File: src/logic/dmc_map.svh
// Offsets, field positions, reset values and timing counts of the command handler
`ifndef DMC_MAP_SVH
`define DMC_MAP_SVH
`define DMC_CLASS_CMD      2'h0
`define DMC_CLASS_RSP      2'h1
`define DMC_CLASS_RPT      2'h2
`define DMC_CLASS_ERR      2'h3
`define DMC_MAX_LEN        8'h16
`define DMC_PING_MAX       8'h10
`define DMC_AREA_LEN       8'h10
`define DMC_TEMP_SENSORS   32
`define DMC_TEMP_RPT_CODE  8'h82
`define DMC_TEMP_RPT_LEN   8'h04
`define DMC_CLK_HZ         100000000
`define DMC_BAUD           115200
`define DMC_BIT_CYCLES     (`DMC_CLK_HZ / `DMC_BAUD)
`define DMC_ACK_MS         250
`define DMC_ACK_CYCLES     ((`DMC_CLK_HZ / 1000) * `DMC_ACK_MS)
`define DMC_RPT_MS         1000
`define DMC_RPT_CYCLES     ((`DMC_CLK_HZ / 1000) * `DMC_RPT_MS)
`define DMC_PULSE_CYCLES   100000
`define DMC_BLANK_CHAR     8'h20
`define DMC_CHAR_CELLS     80
`define DMC_CRC_INIT       16'hffff
`define DMC_CRC_POLY       16'h8408
`endif

File: src/logic/dmc_pkg.sv
// Types shared by the command handler
package dmc_pkg;
    typedef enum logic [3:0] {
        DMC_ST_IDLE = 4'h0,
        DMC_ST_LEN  = 4'h1,
        DMC_ST_DATA = 4'h3,
        DMC_ST_CRCL = 4'h2,
        DMC_ST_CRCH = 4'h6,
        DMC_ST_EXEC = 4'h7,
        DMC_ST_SEND = 4'h5,
        DMC_ST_CLR  = 4'h4
    } dmc_state_t;
    typedef enum logic [3:0] {
        DMC_CMD_PING  = 4'h0,
        DMC_CMD_VER   = 4'h1,
        DMC_CMD_WRUA  = 4'h2,
        DMC_CMD_RDUA  = 4'h3,
        DMC_CMD_BOOT  = 4'h4,
        DMC_CMD_RBT   = 4'h5,
        DMC_CMD_CLR   = 4'h6,
        DMC_CMD_OLD   = 4'h7
    } dmc_cmd_t;
endpackage

File: src/logic/dmc_fifo.sv
// Byte FIFO between the packet builder and the transmitter
`timescale 1ns/1ps
module dmc_fifo #(
    parameter int WIDTH = 8,
    parameter int DEPTH = 16
) (
    input  wire logic             clk,
    input  wire logic             rst_n,
    input  wire logic             in_valid,
    output logic                  in_ready,
    input  wire logic [WIDTH-1:0] in_data,
    output logic                  out_valid,
    input  wire logic             out_ready,
    output logic      [WIDTH-1:0] out_data
);
    localparam int AW = $clog2(DEPTH);
    typedef struct packed {
        logic [DEPTH-1:0][WIDTH-1:0] mem;
        logic [AW-1:0]               wp;
        logic [AW-1:0]               rp;
        logic [AW:0]                 cnt;
    } dmc_fifo_t;
    dmc_fifo_t s_q;
    dmc_fifo_t s_d;
    logic      push;
    logic      pop;

    // Honest flags straight from the occupancy count
    assign in_ready  = (s_q.cnt != (AW+1)'(DEPTH));
    assign out_valid = (s_q.cnt != '0);
    assign out_data  = s_q.mem[s_q.rp];
    assign push      = in_valid && in_ready;
    assign pop       = out_valid && out_ready;

    // Next state
    always_comb
    begin
        s_d = s_q;
        if (push)
        begin
            s_d.mem[s_q.wp] = in_data;
            s_d.wp          = s_q.wp + 1'b1;
        end
        if (pop)
            s_d.rp = s_q.rp + 1'b1;
        s_d.cnt = s_q.cnt + (AW+1)'(push) - (AW+1)'(pop);
    end

    // State register
    always_ff @(posedge clk or negedge rst_n)
    begin
        if (!rst_n)
            s_q <= '0;
        else
            s_q <= s_d;
    end
endmodule

File: src/logic/dmc_handler.sv
// Packet command interpreter of the serial character display module
// Function
// Type byte: two-bit class, six-bit code
// Packet is type, length, payload, CRC
// Acknowledge every packet within 250 ms
// Link runs 115200 baud, 8N1
// Enabled temperature sensors reported every second
// Each command gets exactly one answer
// Answer code equals command's six-bit code
// Ping code zero, up to sixteen bytes
// Ping reply echoes length and payload
// Version query returns sixteen-byte string
// User area write needs sixteen bytes
// User area read returns stored bytes
// Power-up loads boot configuration
// Store boot state saves display settings
// Reporting and watchdog never saved
// Host enables reporting after initialisation
// Magic 8,18,99 reboots the device
// Magic 12,28,97 pulses host reset
// Magic 3,11,95 switches host power off
// Reboot requests acknowledged with 0x45
// Power control pins keep default mode
// Clear fills memory with spaces, homes cursor
// Code seven is deprecated
// Bad length or magic gets error; lengths above 22 are dropped without an answer
`timescale 1ns/1ps
`include "dmc_map.svh"
module dmc_handler
    import dmc_pkg::*;
#(
    parameter int        ACK_CYCLES   = `DMC_ACK_CYCLES,
    parameter int        RPT_CYCLES   = `DMC_RPT_CYCLES,
    parameter int        PULSE_CYCLES = `DMC_PULSE_CYCLES,
    parameter int        BIT_CYCLES   = `DMC_BIT_CYCLES,
    parameter logic [127:0] VERSION_STR = 128'h44_4d_43_30_30_30_3a_68_31_2e_30_2c_73_31_2e_30
) (
    input  wire logic        SYS_CLK,
    input  wire logic        RESET_N,
    input  wire logic        RX_DATA,
    output logic             TX_DATA,
    input  wire logic [31:0] TEMP_REPORT_EN,
    input  wire logic [31:0][15:0] TEMP_VALUE,
    output logic             HOST_RESET,
    output logic             HOST_POWER_OFF,
    output logic             SELF_REBOOT,
    output logic             BOOT_SAVE,
    output logic             ACK_TIMEOUT,
    output logic [6:0]       CURSOR_POS
);
    // VERSION_STR value is arbitrary
    localparam int BW = $clog2(BIT_CYCLES + 1);

    // ---------------------------------------------------------------
    // Whole-module state
    // ---------------------------------------------------------------
    typedef struct packed {
        dmc_state_t                st;
        logic [BW-1:0]             rx_cnt;
        logic [3:0]                rx_bit;
        logic [7:0]                rx_sh;
        logic                      rx_busy;
        logic [7:0]                typ;
        logic [7:0]                len;
        logic [4:0]                idx;
        logic [21:0][7:0]          pay;
        logic [15:0]               crc;
        logic [7:0]                crc_lo;
        logic [7:0]                o_typ;
        logic [7:0]                o_len;
        logic [5:0]                o_idx;
        logic [15:0]               o_crc;
        logic [1:0]                o_src;
        logic [15:0][7:0]          area;
        logic [15:0][7:0]          boot_area;
        logic [6:0]                cursor;
        logic [6:0]                boot_cursor;
        logic [6:0]                clr_idx;
        logic [`DMC_CHAR_CELLS-1:0][7:0] chars;
        logic [31:0]               ack_cnt;
        logic                      ack_to;
        logic [31:0]               rpt_cnt;
        logic [4:0]                rpt_idx;
        logic [31:0]               rpt_pend;
        logic [31:0]               pulse_cnt;
        logic                      host_rst;
        logic                      host_off;
        logic                      reboot;
        logic                      boot_save;
        logic [BW-1:0]             tx_cnt;
        logic [3:0]                tx_bit;
        logic [9:0]                tx_sh;
        logic                      tx_line;
        logic                      boot_done;
    } dmc_st_t;
    dmc_st_t s_q;
    dmc_st_t s_d;

    logic       f_in_valid;
    logic       f_in_ready;
    logic [7:0] f_in_data;
    logic       f_out_valid;
    logic       f_out_ready;
    logic [7:0] f_out_data;

    // One byte step of the reflected CRC-16
    function automatic logic [15:0] crc_step(input logic [15:0] c, input logic [7:0] b);
        logic [15:0] r;
        r = c ^ {8'h00, b};
        for (int i = 0; i < 8; i++)
            r = r[0] ? ((r >> 1) ^ `DMC_CRC_POLY) : (r >> 1);
        return r;
    endfunction

    // Byte at position n of the packet being sent
    function automatic logic [7:0] tx_byte(input dmc_st_t s, input logic [5:0] n);
        logic [7:0] b;
        logic [5:0] p;
        b = 8'h00;
        p = n - 6'd2;
        if (n == 6'd0)
            b = s.o_typ;
        else if (n == 6'd1)
            b = s.o_len;
        else if (s.o_src == 2'd1)
            b = VERSION_STR[127 - 8*p[3:0] -: 8];
        else if (s.o_src == 2'd2)
            b = s.area[p[3:0]];
        else if (s.o_src == 2'd3)
            b = (p == 6'd0) ? {3'h0, s.rpt_idx} : (p == 6'd1) ? 8'h00
              : (p == 6'd2) ? TEMP_VALUE[s.rpt_idx][7:0] : TEMP_VALUE[s.rpt_idx][15:8];
        else
            b = s.pay[p[4:0]];
        return b;
    endfunction

    assign f_in_data   = (s_q.o_idx == 6'(s_q.o_len) + 6'd2) ? s_q.o_crc[7:0]
                       : (s_q.o_idx == 6'(s_q.o_len) + 6'd3) ? s_q.o_crc[15:8]
                       : tx_byte(s_q, s_q.o_idx);
    assign f_in_valid  = (s_q.st == DMC_ST_SEND);
    assign f_out_ready = (s_q.tx_bit == 4'd0);

    // ---------------------------------------------------------------
    // Next-state logic
    // ---------------------------------------------------------------
    always_comb
    begin
        logic       rx_byte_v;
        logic [7:0] rx_b;
        logic       good;
        rx_byte_v = 1'b0;
        rx_b      = s_q.rx_sh;
        good      = 1'b0;
        s_d       = s_q;
        s_d.reboot    = 1'b0;
        s_d.boot_save = 1'b0;

        // Boot configuration copy at power-up or restart
        if (!s_q.boot_done || s_q.reboot)
        begin
            s_d.area      = s_q.boot_area;
            s_d.cursor    = s_q.boot_cursor;
            s_d.boot_done = 1'b1;
        end

        // Receiver: 8N1 at the bit rate, sampled mid-bit
        if (!s_q.rx_busy)
        begin
            if (!RX_DATA)
            begin
                s_d.rx_busy = 1'b1;
                s_d.rx_cnt  = BW'(BIT_CYCLES / 2);
                s_d.rx_bit  = 4'd0;
            end
        end
        else if (s_q.rx_cnt != '0)
            s_d.rx_cnt = s_q.rx_cnt - 1'b1;
        else
        begin
            s_d.rx_cnt = BW'(BIT_CYCLES - 1);
            s_d.rx_bit = s_q.rx_bit + 1'b1;
            if (s_q.rx_bit == 4'd0 && RX_DATA)
                s_d.rx_busy = 1'b0;
            else if (s_q.rx_bit >= 4'd1 && s_q.rx_bit <= 4'd8)
                s_d.rx_sh = {RX_DATA, s_q.rx_sh[7:1]};
            else if (s_q.rx_bit == 4'd9)
            begin
                s_d.rx_busy = 1'b0;
                rx_byte_v   = RX_DATA;
            end
        end

        // Acknowledge watchdog: flags a packet left waiting too long
        if (s_q.st == DMC_ST_IDLE || s_q.st == DMC_ST_LEN)
            s_d.ack_cnt = '0;
        else if (s_q.ack_cnt == 32'(ACK_CYCLES))
            s_d.ack_to = 1'b1;
        else
            s_d.ack_cnt = s_q.ack_cnt + 1'b1;

        // Once-per-second report tick latches enabled sensors
        if (s_q.rpt_cnt == 32'(RPT_CYCLES - 1))
        begin
            s_d.rpt_cnt  = '0;
            s_d.rpt_pend = s_q.rpt_pend | TEMP_REPORT_EN;
        end
        else
            s_d.rpt_cnt = s_q.rpt_cnt + 1'b1;

        // Host line pulse timer; power-off holds the line until reset
        if (s_q.pulse_cnt != '0)
            s_d.pulse_cnt = s_q.pulse_cnt - 1'b1;
        else
            s_d.host_rst = 1'b0;

        // Packet framing, command decoding and answer generation
        case (s_q.st)
            DMC_ST_IDLE:
            begin
                s_d.crc = `DMC_CRC_INIT;
                s_d.idx = '0;
                if (rx_byte_v && rx_b[7:6] == `DMC_CLASS_CMD)
                begin
                    s_d.typ = rx_b;
                    s_d.crc = crc_step(`DMC_CRC_INIT, rx_b);
                    s_d.st  = DMC_ST_LEN;
                end
                else if (s_q.rpt_pend != '0)
                begin
                    for (int i = 31; i >= 0; i--)
                        if (s_q.rpt_pend[i])
                            s_d.rpt_idx = 5'(i);
                    s_d.o_typ = `DMC_TEMP_RPT_CODE;
                    s_d.o_len = `DMC_TEMP_RPT_LEN;
                    s_d.o_src = 2'd3;
                    s_d.o_idx = '0;
                    s_d.o_crc = `DMC_CRC_INIT;
                    s_d.st    = DMC_ST_SEND;
                end
            end
            DMC_ST_LEN:
            begin
                if (rx_byte_v)
                begin
                    s_d.len = rx_b;
                    s_d.crc = crc_step(s_q.crc, rx_b);
                    // Bad length means lost framing: drop and resync
                    if (rx_b > `DMC_MAX_LEN)
                        s_d.st = DMC_ST_IDLE;
                    else
                        s_d.st = (rx_b == 8'h00) ? DMC_ST_CRCL : DMC_ST_DATA;
                end
            end
            DMC_ST_DATA:
            begin
                if (rx_byte_v)
                begin
                    s_d.pay[s_q.idx] = rx_b;
                    s_d.crc          = crc_step(s_q.crc, rx_b);
                    s_d.idx          = s_q.idx + 1'b1;
                    if (8'(s_q.idx) + 8'd1 == s_q.len)
                        s_d.st = DMC_ST_CRCL;
                end
            end
            DMC_ST_CRCL:
            begin
                if (rx_byte_v)
                begin
                    s_d.crc_lo = rx_b;
                    s_d.st     = DMC_ST_CRCH;
                end
            end
            DMC_ST_CRCH:
            begin
                if (rx_byte_v)
                    s_d.st = ({rx_b, s_q.crc_lo} == ~s_q.crc) ? DMC_ST_EXEC : DMC_ST_IDLE;
            end
            DMC_ST_EXEC:
            begin
                s_d.o_len = 8'h00;
                s_d.o_src = 2'd0;
                s_d.o_idx = '0;
                s_d.o_crc = `DMC_CRC_INIT;
                s_d.st    = DMC_ST_SEND;
                case (s_q.typ[5:0])
                    6'h00:
                    begin
                        good      = (s_q.len <= `DMC_PING_MAX);
                        s_d.o_len = good ? s_q.len : 8'h00;
                    end
                    6'h01:
                    begin
                        good      = (s_q.len == 8'h00);
                        s_d.o_len = good ? `DMC_AREA_LEN : 8'h00;
                        s_d.o_src = 2'd1;
                    end
                    6'h02:
                    begin
                        good = (s_q.len == `DMC_AREA_LEN);
                        if (good)
                            for (int i = 0; i < 16; i++)
                                s_d.area[i] = s_q.pay[i];
                    end
                    6'h03:
                    begin
                        good      = (s_q.len == 8'h00);
                        s_d.o_len = good ? `DMC_AREA_LEN : 8'h00;
                        s_d.o_src = 2'd2;
                    end
                    6'h04:
                    begin
                        good = (s_q.len == 8'h00);
                        // Report enables and watchdog stay outside the saved image
                        if (good)
                        begin
                            s_d.boot_area   = s_q.area;
                            s_d.boot_cursor = s_q.cursor;
                            s_d.boot_save   = 1'b1;
                        end
                    end
                    6'h05:
                    begin
                        good = (s_q.len == 8'h03);
                        if (good && s_q.pay[0] == 8'd8 && s_q.pay[1] == 8'd18
                            && s_q.pay[2] == 8'd99)
                            s_d.reboot = 1'b1;
                        else if (good && s_q.pay[0] == 8'd12 && s_q.pay[1] == 8'd28
                                 && s_q.pay[2] == 8'd97)
                        begin
                            s_d.host_rst  = 1'b1;
                            s_d.pulse_cnt = 32'(PULSE_CYCLES - 1);
                        end
                        else if (good && s_q.pay[0] == 8'd3 && s_q.pay[1] == 8'd11
                                 && s_q.pay[2] == 8'd95)
                            s_d.host_off = 1'b1;
                        else
                            good = 1'b0;
                    end
                    6'h06:
                    begin
                        good = (s_q.len == 8'h00);
                        if (good)
                        begin
                            s_d.cursor  = '0;
                            s_d.clr_idx = '0;
                            s_d.st      = DMC_ST_CLR;
                        end
                    end
                    default:
                        good = 1'b0;
                endcase
                // Class from outcome, code copied from the command
                s_d.o_typ = {good ? `DMC_CLASS_RSP : `DMC_CLASS_ERR, s_q.typ[5:0]};
            end
            DMC_ST_CLR:
            begin
                s_d.chars[s_q.clr_idx] = `DMC_BLANK_CHAR;
                s_d.clr_idx            = s_q.clr_idx + 1'b1;
                if (s_q.clr_idx == 7'(`DMC_CHAR_CELLS - 1))
                    s_d.st = DMC_ST_SEND;
            end
            DMC_ST_SEND:
            begin
                // Stalls on a full FIFO; the byte is held until accepted
                if (f_in_ready)
                begin
                    s_d.o_idx = s_q.o_idx + 1'b1;
                    if (s_q.o_idx < 6'(s_q.o_len) + 6'd2)
                        s_d.o_crc = crc_step(s_q.o_crc, f_in_data);
                    else if (s_q.o_idx == 6'(s_q.o_len) + 6'd1)
                        s_d.o_crc = ~s_q.o_crc;
                    if (s_q.o_idx == 6'(s_q.o_len) + 6'd3)
                    begin
                        s_d.st = DMC_ST_IDLE;
                        if (s_q.o_src == 2'd3)
                            s_d.rpt_pend[s_q.rpt_idx] = (s_q.rpt_cnt == 32'(RPT_CYCLES - 1))
                                && TEMP_REPORT_EN[s_q.rpt_idx];
                    end
                end
                if (f_in_ready && s_q.o_idx == 6'(s_q.o_len) + 6'd1)
                    s_d.o_crc = ~crc_step(s_q.o_crc, f_in_data);
            end
            default:
                s_d.st = DMC_ST_IDLE;
        endcase

        // Transmitter: shifts start, eight data bits, stop
        if (s_q.tx_bit == 4'd0)
        begin
            s_d.tx_line = 1'b1;
            if (f_out_valid)
            begin
                s_d.tx_sh  = {1'b1, f_out_data, 1'b0};
                s_d.tx_bit = 4'd11; // Stop bit gets full time
                s_d.tx_cnt = '0;
            end
        end
        else if (s_q.tx_cnt == '0)
        begin
            s_d.tx_line = s_q.tx_sh[0];
            s_d.tx_sh   = {1'b1, s_q.tx_sh[9:1]};
            s_d.tx_bit  = s_q.tx_bit - 1'b1;
            s_d.tx_cnt  = BW'(BIT_CYCLES - 1);
        end
        else
            s_d.tx_cnt = s_q.tx_cnt - 1'b1;
    end

    // ---------------------------------------------------------------
    // Registers
    // ---------------------------------------------------------------
    always_ff @(posedge SYS_CLK or negedge RESET_N)
    begin
        if (!RESET_N)
        begin
            s_q         <= '0;
            s_q.tx_line <= 1'b1;
            s_q.st      <= DMC_ST_IDLE;
        end
        else
            s_q <= s_d;
    end

    // Outgoing byte queue
    dmc_fifo #(
        .WIDTH (8),
        .DEPTH (16)
    ) u_fifo (
        .clk       (SYS_CLK),
        .rst_n     (RESET_N),
        .in_valid  (f_in_valid),
        .in_ready  (f_in_ready),
        .in_data   (f_in_data),
        .out_valid (f_out_valid),
        .out_ready (f_out_ready),
        .out_data  (f_out_data)
    );

    // Outputs straight from flip-flops
    assign TX_DATA        = s_q.tx_line;
    assign HOST_RESET     = s_q.host_rst;
    assign HOST_POWER_OFF = s_q.host_off;
    assign SELF_REBOOT    = s_q.reboot;
    assign BOOT_SAVE      = s_q.boot_save;
    assign ACK_TIMEOUT    = s_q.ack_to;
    assign CURSOR_POS     = s_q.cursor;
endmodule

File: config.mk
export PLATFORM = sky130hd
export DESIGN_NAME = dmc_handler
export DESIGN_NICKNAME = d
export VERILOG_FILES = /design/src/logic/dmc_pkg.sv /design/src/logic/dmc_fifo.sv /design/src/logic/dmc_handler.sv
export VERILOG_INCLUDE_DIRS = /design/src /design/src/logic
export SDC_FILE = /design/constraint.sdc
export NUM_CORES = 2
export LEC_CHECK = 0
export BUFFER_PORTS_ARGS = -buffer_cell sky130_fd_sc_hd__buf_2
export CORE_ASPECT_RATIO = 1.25
export CORE_UTILIZATION = 28
export DETAILED_ROUTE_END_ITERATION = 7
export SKIP_CTS_REPAIR_TIMING = 1
export SLEW_MARGIN = 0
export SYNTH_ARGS = -nofsm -noshare
export SYNTH_HDL_FRONTEND = slang
export SYNTH_SLANG_ARGS = --single-unit
File: constraint.sdc
create_clock -name SYS_CLK -period 4.9 [get_ports SYS_CLK]
set_input_delay 0.735 -clock SYS_CLK [delete_from_list [all_inputs] [get_ports SYS_CLK]]
set_output_delay 0.735 -clock SYS_CLK [all_outputs]
set_load 0.02 [all_outputs]
==> results.md <==
- The biggest area consumer among synthesized cells is sky130_fd_sc_hd__dfrtp_1.
- The clock insertion delay at the later pin of the skew report is between 700 and 800 ps.
- The library cell used most frequently in the layout, excluding fill and tap cells, is sky130_fd_sc_hd__dfrtp_1.
- The power per cell area is ~290 mW/mm².
- The design internal power is 11.83 mW.
- The clock network accounts for 43.2% of the total power.
- The height of the chip is 460.8 µm.
- The worst flop-to-flop path startpoint is s_q[94]$_DFFE_PN0P_.
- At the end of the flow, the number of nets in the layout was 5281.
- Summed over all failing endpoints, the final setup total negative slack is 0 ps.
- The initial cell density of the core is 28.14%.
- Entering global routing, the biggest net connects 131 pins.
- The wire length of the first global-routing pass is 270.2 mm.
- The HPWL after detailed placement is 147.2 mm.
- In this run the tightest slew margin relative to its limit is 22.46%.
- After routing the design area is 0.05572 mm².
- The first-pass detailed-route iteration total is 8.
- The deepest clock path buffer count is 3.
- The cell area after synthesis is 0.04715 mm².
- After the first detailed-routing iteration, the DRC count stood at 3537.
- In this run the static leakage power is 25.50 nW.
- The initial antenna violation count is 60.
- The initialized floorplan defines 168 standard-cell rows.
- The checks that failed: DRC.
- The count of buffers from port buffering is 559.
- Net switching is 25.68% of the power.
- The number of cells on the worst reg-to-reg path is 14.
- For the worst setup path, the data arrival time is 5190 ps.
- The sequential element share of the synthesized area is 46.02%.
- Setup violations remaining at the end of the flow were counted as 0.
- The number of remaining DRC errors is between 200 and 250.
- Leaving out fill and tap cells, the most frequent cells in the layout are sky130_fd_sc_hd__dfrtp_1, sky130_fd_sc_hd__buf_2, sky130_fd_sc_hd__nand2_1.
- The worst hold path belongs to the class input pin to async pin.
- The hold violation count in the final report was 0.
- In this run the number of H-tree levels came out at 3.
- The final layout contains routed wiring with a total length of roughly 190 mm.
- The overall routing resource usage is around 22%.
- The clock skew is 42.55 ps.
- For this design the total switching power over the nets is between 4 and 5 mW.
- Synthesis produced a netlist whose cell count is 4172.
- The classification of the worst setup path is flop to flop.
- The final critical delay including setup and external delays is approximately 4600 ps.
- Along the worst path, the maximum fanout reaches 30.
- Per report_power, the sequential group accounts for 47.1% of the total.
- The number of max-capacitance violations reported is 0.
- The run finished, with violations left.
- The die covers 0.1700 mm².
- The root buffer cell is sky130_fd_sc_hd__clkbuf_16.
- TritonCTS created 88 clock buffers.
- The proportion of netlist area held by the largest area contributor is 45.96%.
- The most used flip-flop cell after synthesis is sky130_fd_sc_hd__dfrtp_1.
- The element type at the critical path end is a flop.
- TritonCTS built the clock tree.
- The total overflow left after global routing is 0.
- In this run the critical register-to-register path is captured at s_q[1090]$_DFFE_PN0P_.
- The instance area after placement is 0.05275 mm².
- The post-route clock period utilization is 93.74%.
- The clock net sink count is 867.
- The net count after synthesis is between 4k and 5k.
- STA classifies the critical path startpoint as a flop.
- The via count of the first global-routing pass is 37.11k.
- Using the TritonRoute via totals, the vias-per-cell ratio works out to 5.368.
- The count of pins over their slew limit is 0.
- STA puts the critical path data required time at 5490 ps.
- Routability-driven placement finished with a final weighted congestion of around 1.
- The combinational share of power is 9.6%.
- Setup repair after global routing left no endpoint under its margin.
- The worst register-to-register path has a setup slack of 310 ps.
- The number of nets still failing antenna checks after routing is 0.
- The highest ir drop seen on vdd is 0.2764 mV.
- Sorting the synthesized cells by area gives the leading types as sky130_fd_sc_hd__dfrtp_1, sky130_fd_sc_hd__mux2_2, sky130_fd_sc_hd__mux4_2.
- For this run, the number of Yosys warnings is 0.
- The number of enable flip-flop cells after synthesis is 0.
- The slew at the pin with the worst max-slew slack is 1159 ps.
- The area inside the core boundary is 0.1675 mm².
- The count of pins on the block boundary is 560.
- Compared with the post-synthesis result, the final layout area differs by 18.19%.
- The post-synthesis average cell area is 11.30 µm².
- The clock edge transition at the registers on the reported setup and hold paths is 70 ps.
- For this run, the top clock speed supported by timing is between 200 and 250 MHz.
- The number of storage elements in the synthesis netlist is ~870.
- Cells with a size suffix above 1 make up 32.09% of the layout.
- Measured along the x axis, the die boundary spans 369.0 µm.
- The post-synthesis async set-or-reset flop share is 100.0%.
- The detailed-route via count is about 38k.
- In the final routed layout, each cell accounts on average for 27.12 µm.
- The unique cell type count in the Yosys netlist is 91.
-- worst max path at each step --
stage | startpoint | endpoint | slack [ps]
after global placement | s_q[94]$_DFFE_PN0P_ | s_q[1090]$_DFFE_PN0P_ | 200
final | s_q[94]$_DFFE_PN0P_ | s_q[1090]$_DFFE_PN0P_ | 310
after floorplan | s_q[1100]$_DFFE_PN0P_ | s_q[1084]$_DFFE_PN0P_ | 350
after CTS | s_q[94]$_DFFE_PN0P_ | s_q[1090]$_DFFE_PN0P_ | 140
after detailed placement | s_q[94]$_DFFE_PN0P_ | s_q[1090]$_DFFE_PN0P_ | 170
after global routing | s_q[94]$_DFFE_PN0P_ | s_q[1090]$_DFFE_PN0P_ | 90
-- power groups by stage --
stage	Sequential, mW	Combinational [mW]	Clock [mW]
2_1_floorplan	7.56	0.737	0
3_3_place_gp	7.61	1.51	0
3_5_place_dp	7.62	1.52	0
4_1_cts	7.49	1.52	7.02
5_1_grt	7.51	1.66	7.29
6_report	7.50	1.54	6.88
-- critical path, stage by stage, from the launching register on --
cell and delay [ps]:
sky130_fd_sc_hd__dfrtp_4 850, sky130_fd_sc_hd__buf_12 290, sky130_fd_sc_hd__buf_4 200, sky130_fd_sc_hd__buf_4 250, sky130_fd_sc_hd__nor2_1 110, sky130_fd_sc_hd__and3_1 180
sky130_fd_sc_hd__o41a_1 310, sky130_fd_sc_hd__a2111oi_1 600, sky130_fd_sc_hd__a31oi_1 270, sky130_fd_sc_hd__a21oi_1 330, sky130_fd_sc_hd__nor3_1 100, sky130_fd_sc_hd__o211ai_1 330
sky130_fd_sc_hd__a21oi_1 120, sky130_fd_sc_hd__or3b_1 380, sky130_fd_sc_hd__o221a_2 130
-- flip-flops by register name, summed over array words and instances, names as in the netlist --
register        flops
CURSOR_POS          7
TX_DATA             1
s_q               713
BOOT_SAVE           1
HOST_RESET          1
u_fifo.s_q        141
HOST_POWER_OFF      1
SELF_REBOOT         1
ACK_TIMEOUT         1
-- cells by family (layout without fill, tap and decap cells) --
kind of cell	after synthesis	count (layout)	synth area share (%)
xor+xnor	176	176	3.285
mux	898	898	25.29
compound gates	698	698	9.288
fa+ha+maj	46	46	1.237
other cells	1	29	0.007954
buf+inv	349	932	3.452
flops	867	867	46.02
simple gates	1137	1137	11.42
-- synth_stat cells, types with 19 or more instances --
cell type / instances
sky130_fd_sc_hd__or3_1: 27
sky130_fd_sc_hd__o22ai_1: 22
sky130_fd_sc_hd__nand3_1: 90
sky130_fd_sc_hd__buf_2: 34
sky130_fd_sc_hd__and3_1: 34
sky130_fd_sc_hd__clkbuf_1: 189
sky130_fd_sc_hd__nor2_1: 213
sky130_fd_sc_hd__ha_1: 45
sky130_fd_sc_hd__inv_1: 68
sky130_fd_sc_hd__mux2i_1: 255
sky130_fd_sc_hd__nand4_1: 43
sky130_fd_sc_hd__nor2b_1: 32
sky130_fd_sc_hd__xnor2_1: 99
sky130_fd_sc_hd__o21ai_0: 288
sky130_fd_sc_hd__a31oi_1: 21
sky130_fd_sc_hd__nand2_1: 470
sky130_fd_sc_hd__buf_1: 19
sky130_fd_sc_hd__o31ai_1: 32
sky130_fd_sc_hd__buf_4: 22
sky130_fd_sc_hd__xor2_1: 76
sky130_fd_sc_hd__nor3_1: 64
sky130_fd_sc_hd__a22oi_1: 46
sky130_fd_sc_hd__dfrtp_1: 866
sky130_fd_sc_hd__nor4_1: 47
sky130_fd_sc_hd__nand2b_1: 27
sky130_fd_sc_hd__mux2_2: 453
sky130_fd_sc_hd__a21oi_1: 115
sky130_fd_sc_hd__mux4_2: 184
-- per-layer routing --
metal | track usage [%] | vias up | part of all wire (%)
li1 | - | 16356 | -
met1 | 27.69 | 19275 | 41
met2 | 33.77 | 1561 | 44
met3 | 7.997 | 319 | 11
met4 | 8.886 | 30 | 4.2
met5 | 0 | - | 0.089
-- area by class of cell --
class	count	area (µm²)
multi-input combinational	2956	23910
clock inverter	34	374.1
sequential	867	21720
timing repair buffer	707	4106
tap	2210	2765
antenna	28	70.07
inverter	68	255.2
fill	16937	111800
clock buffer	123	2525
-- stage by stage --
stage	std cells	power [mW]	setup slack [ps]	hold WS [ps]	utilization, %
5_1_grt	6976	16.46	94.86	110.9	33.24
3_3_place_gp	6807	9.119	204.5	438.4	31.48
3_5_place_dp	6807	9.134	165.7	455.3	31.48
6_report	6993	15.91	307.0	79.97	33.26
4_1_cts	6964	16.04	138.6	96.36	33.21
2_1_floorplan	4172	8.298	354.7	434.0	-
Note: power is estimated with default switching activity, not from simulation.
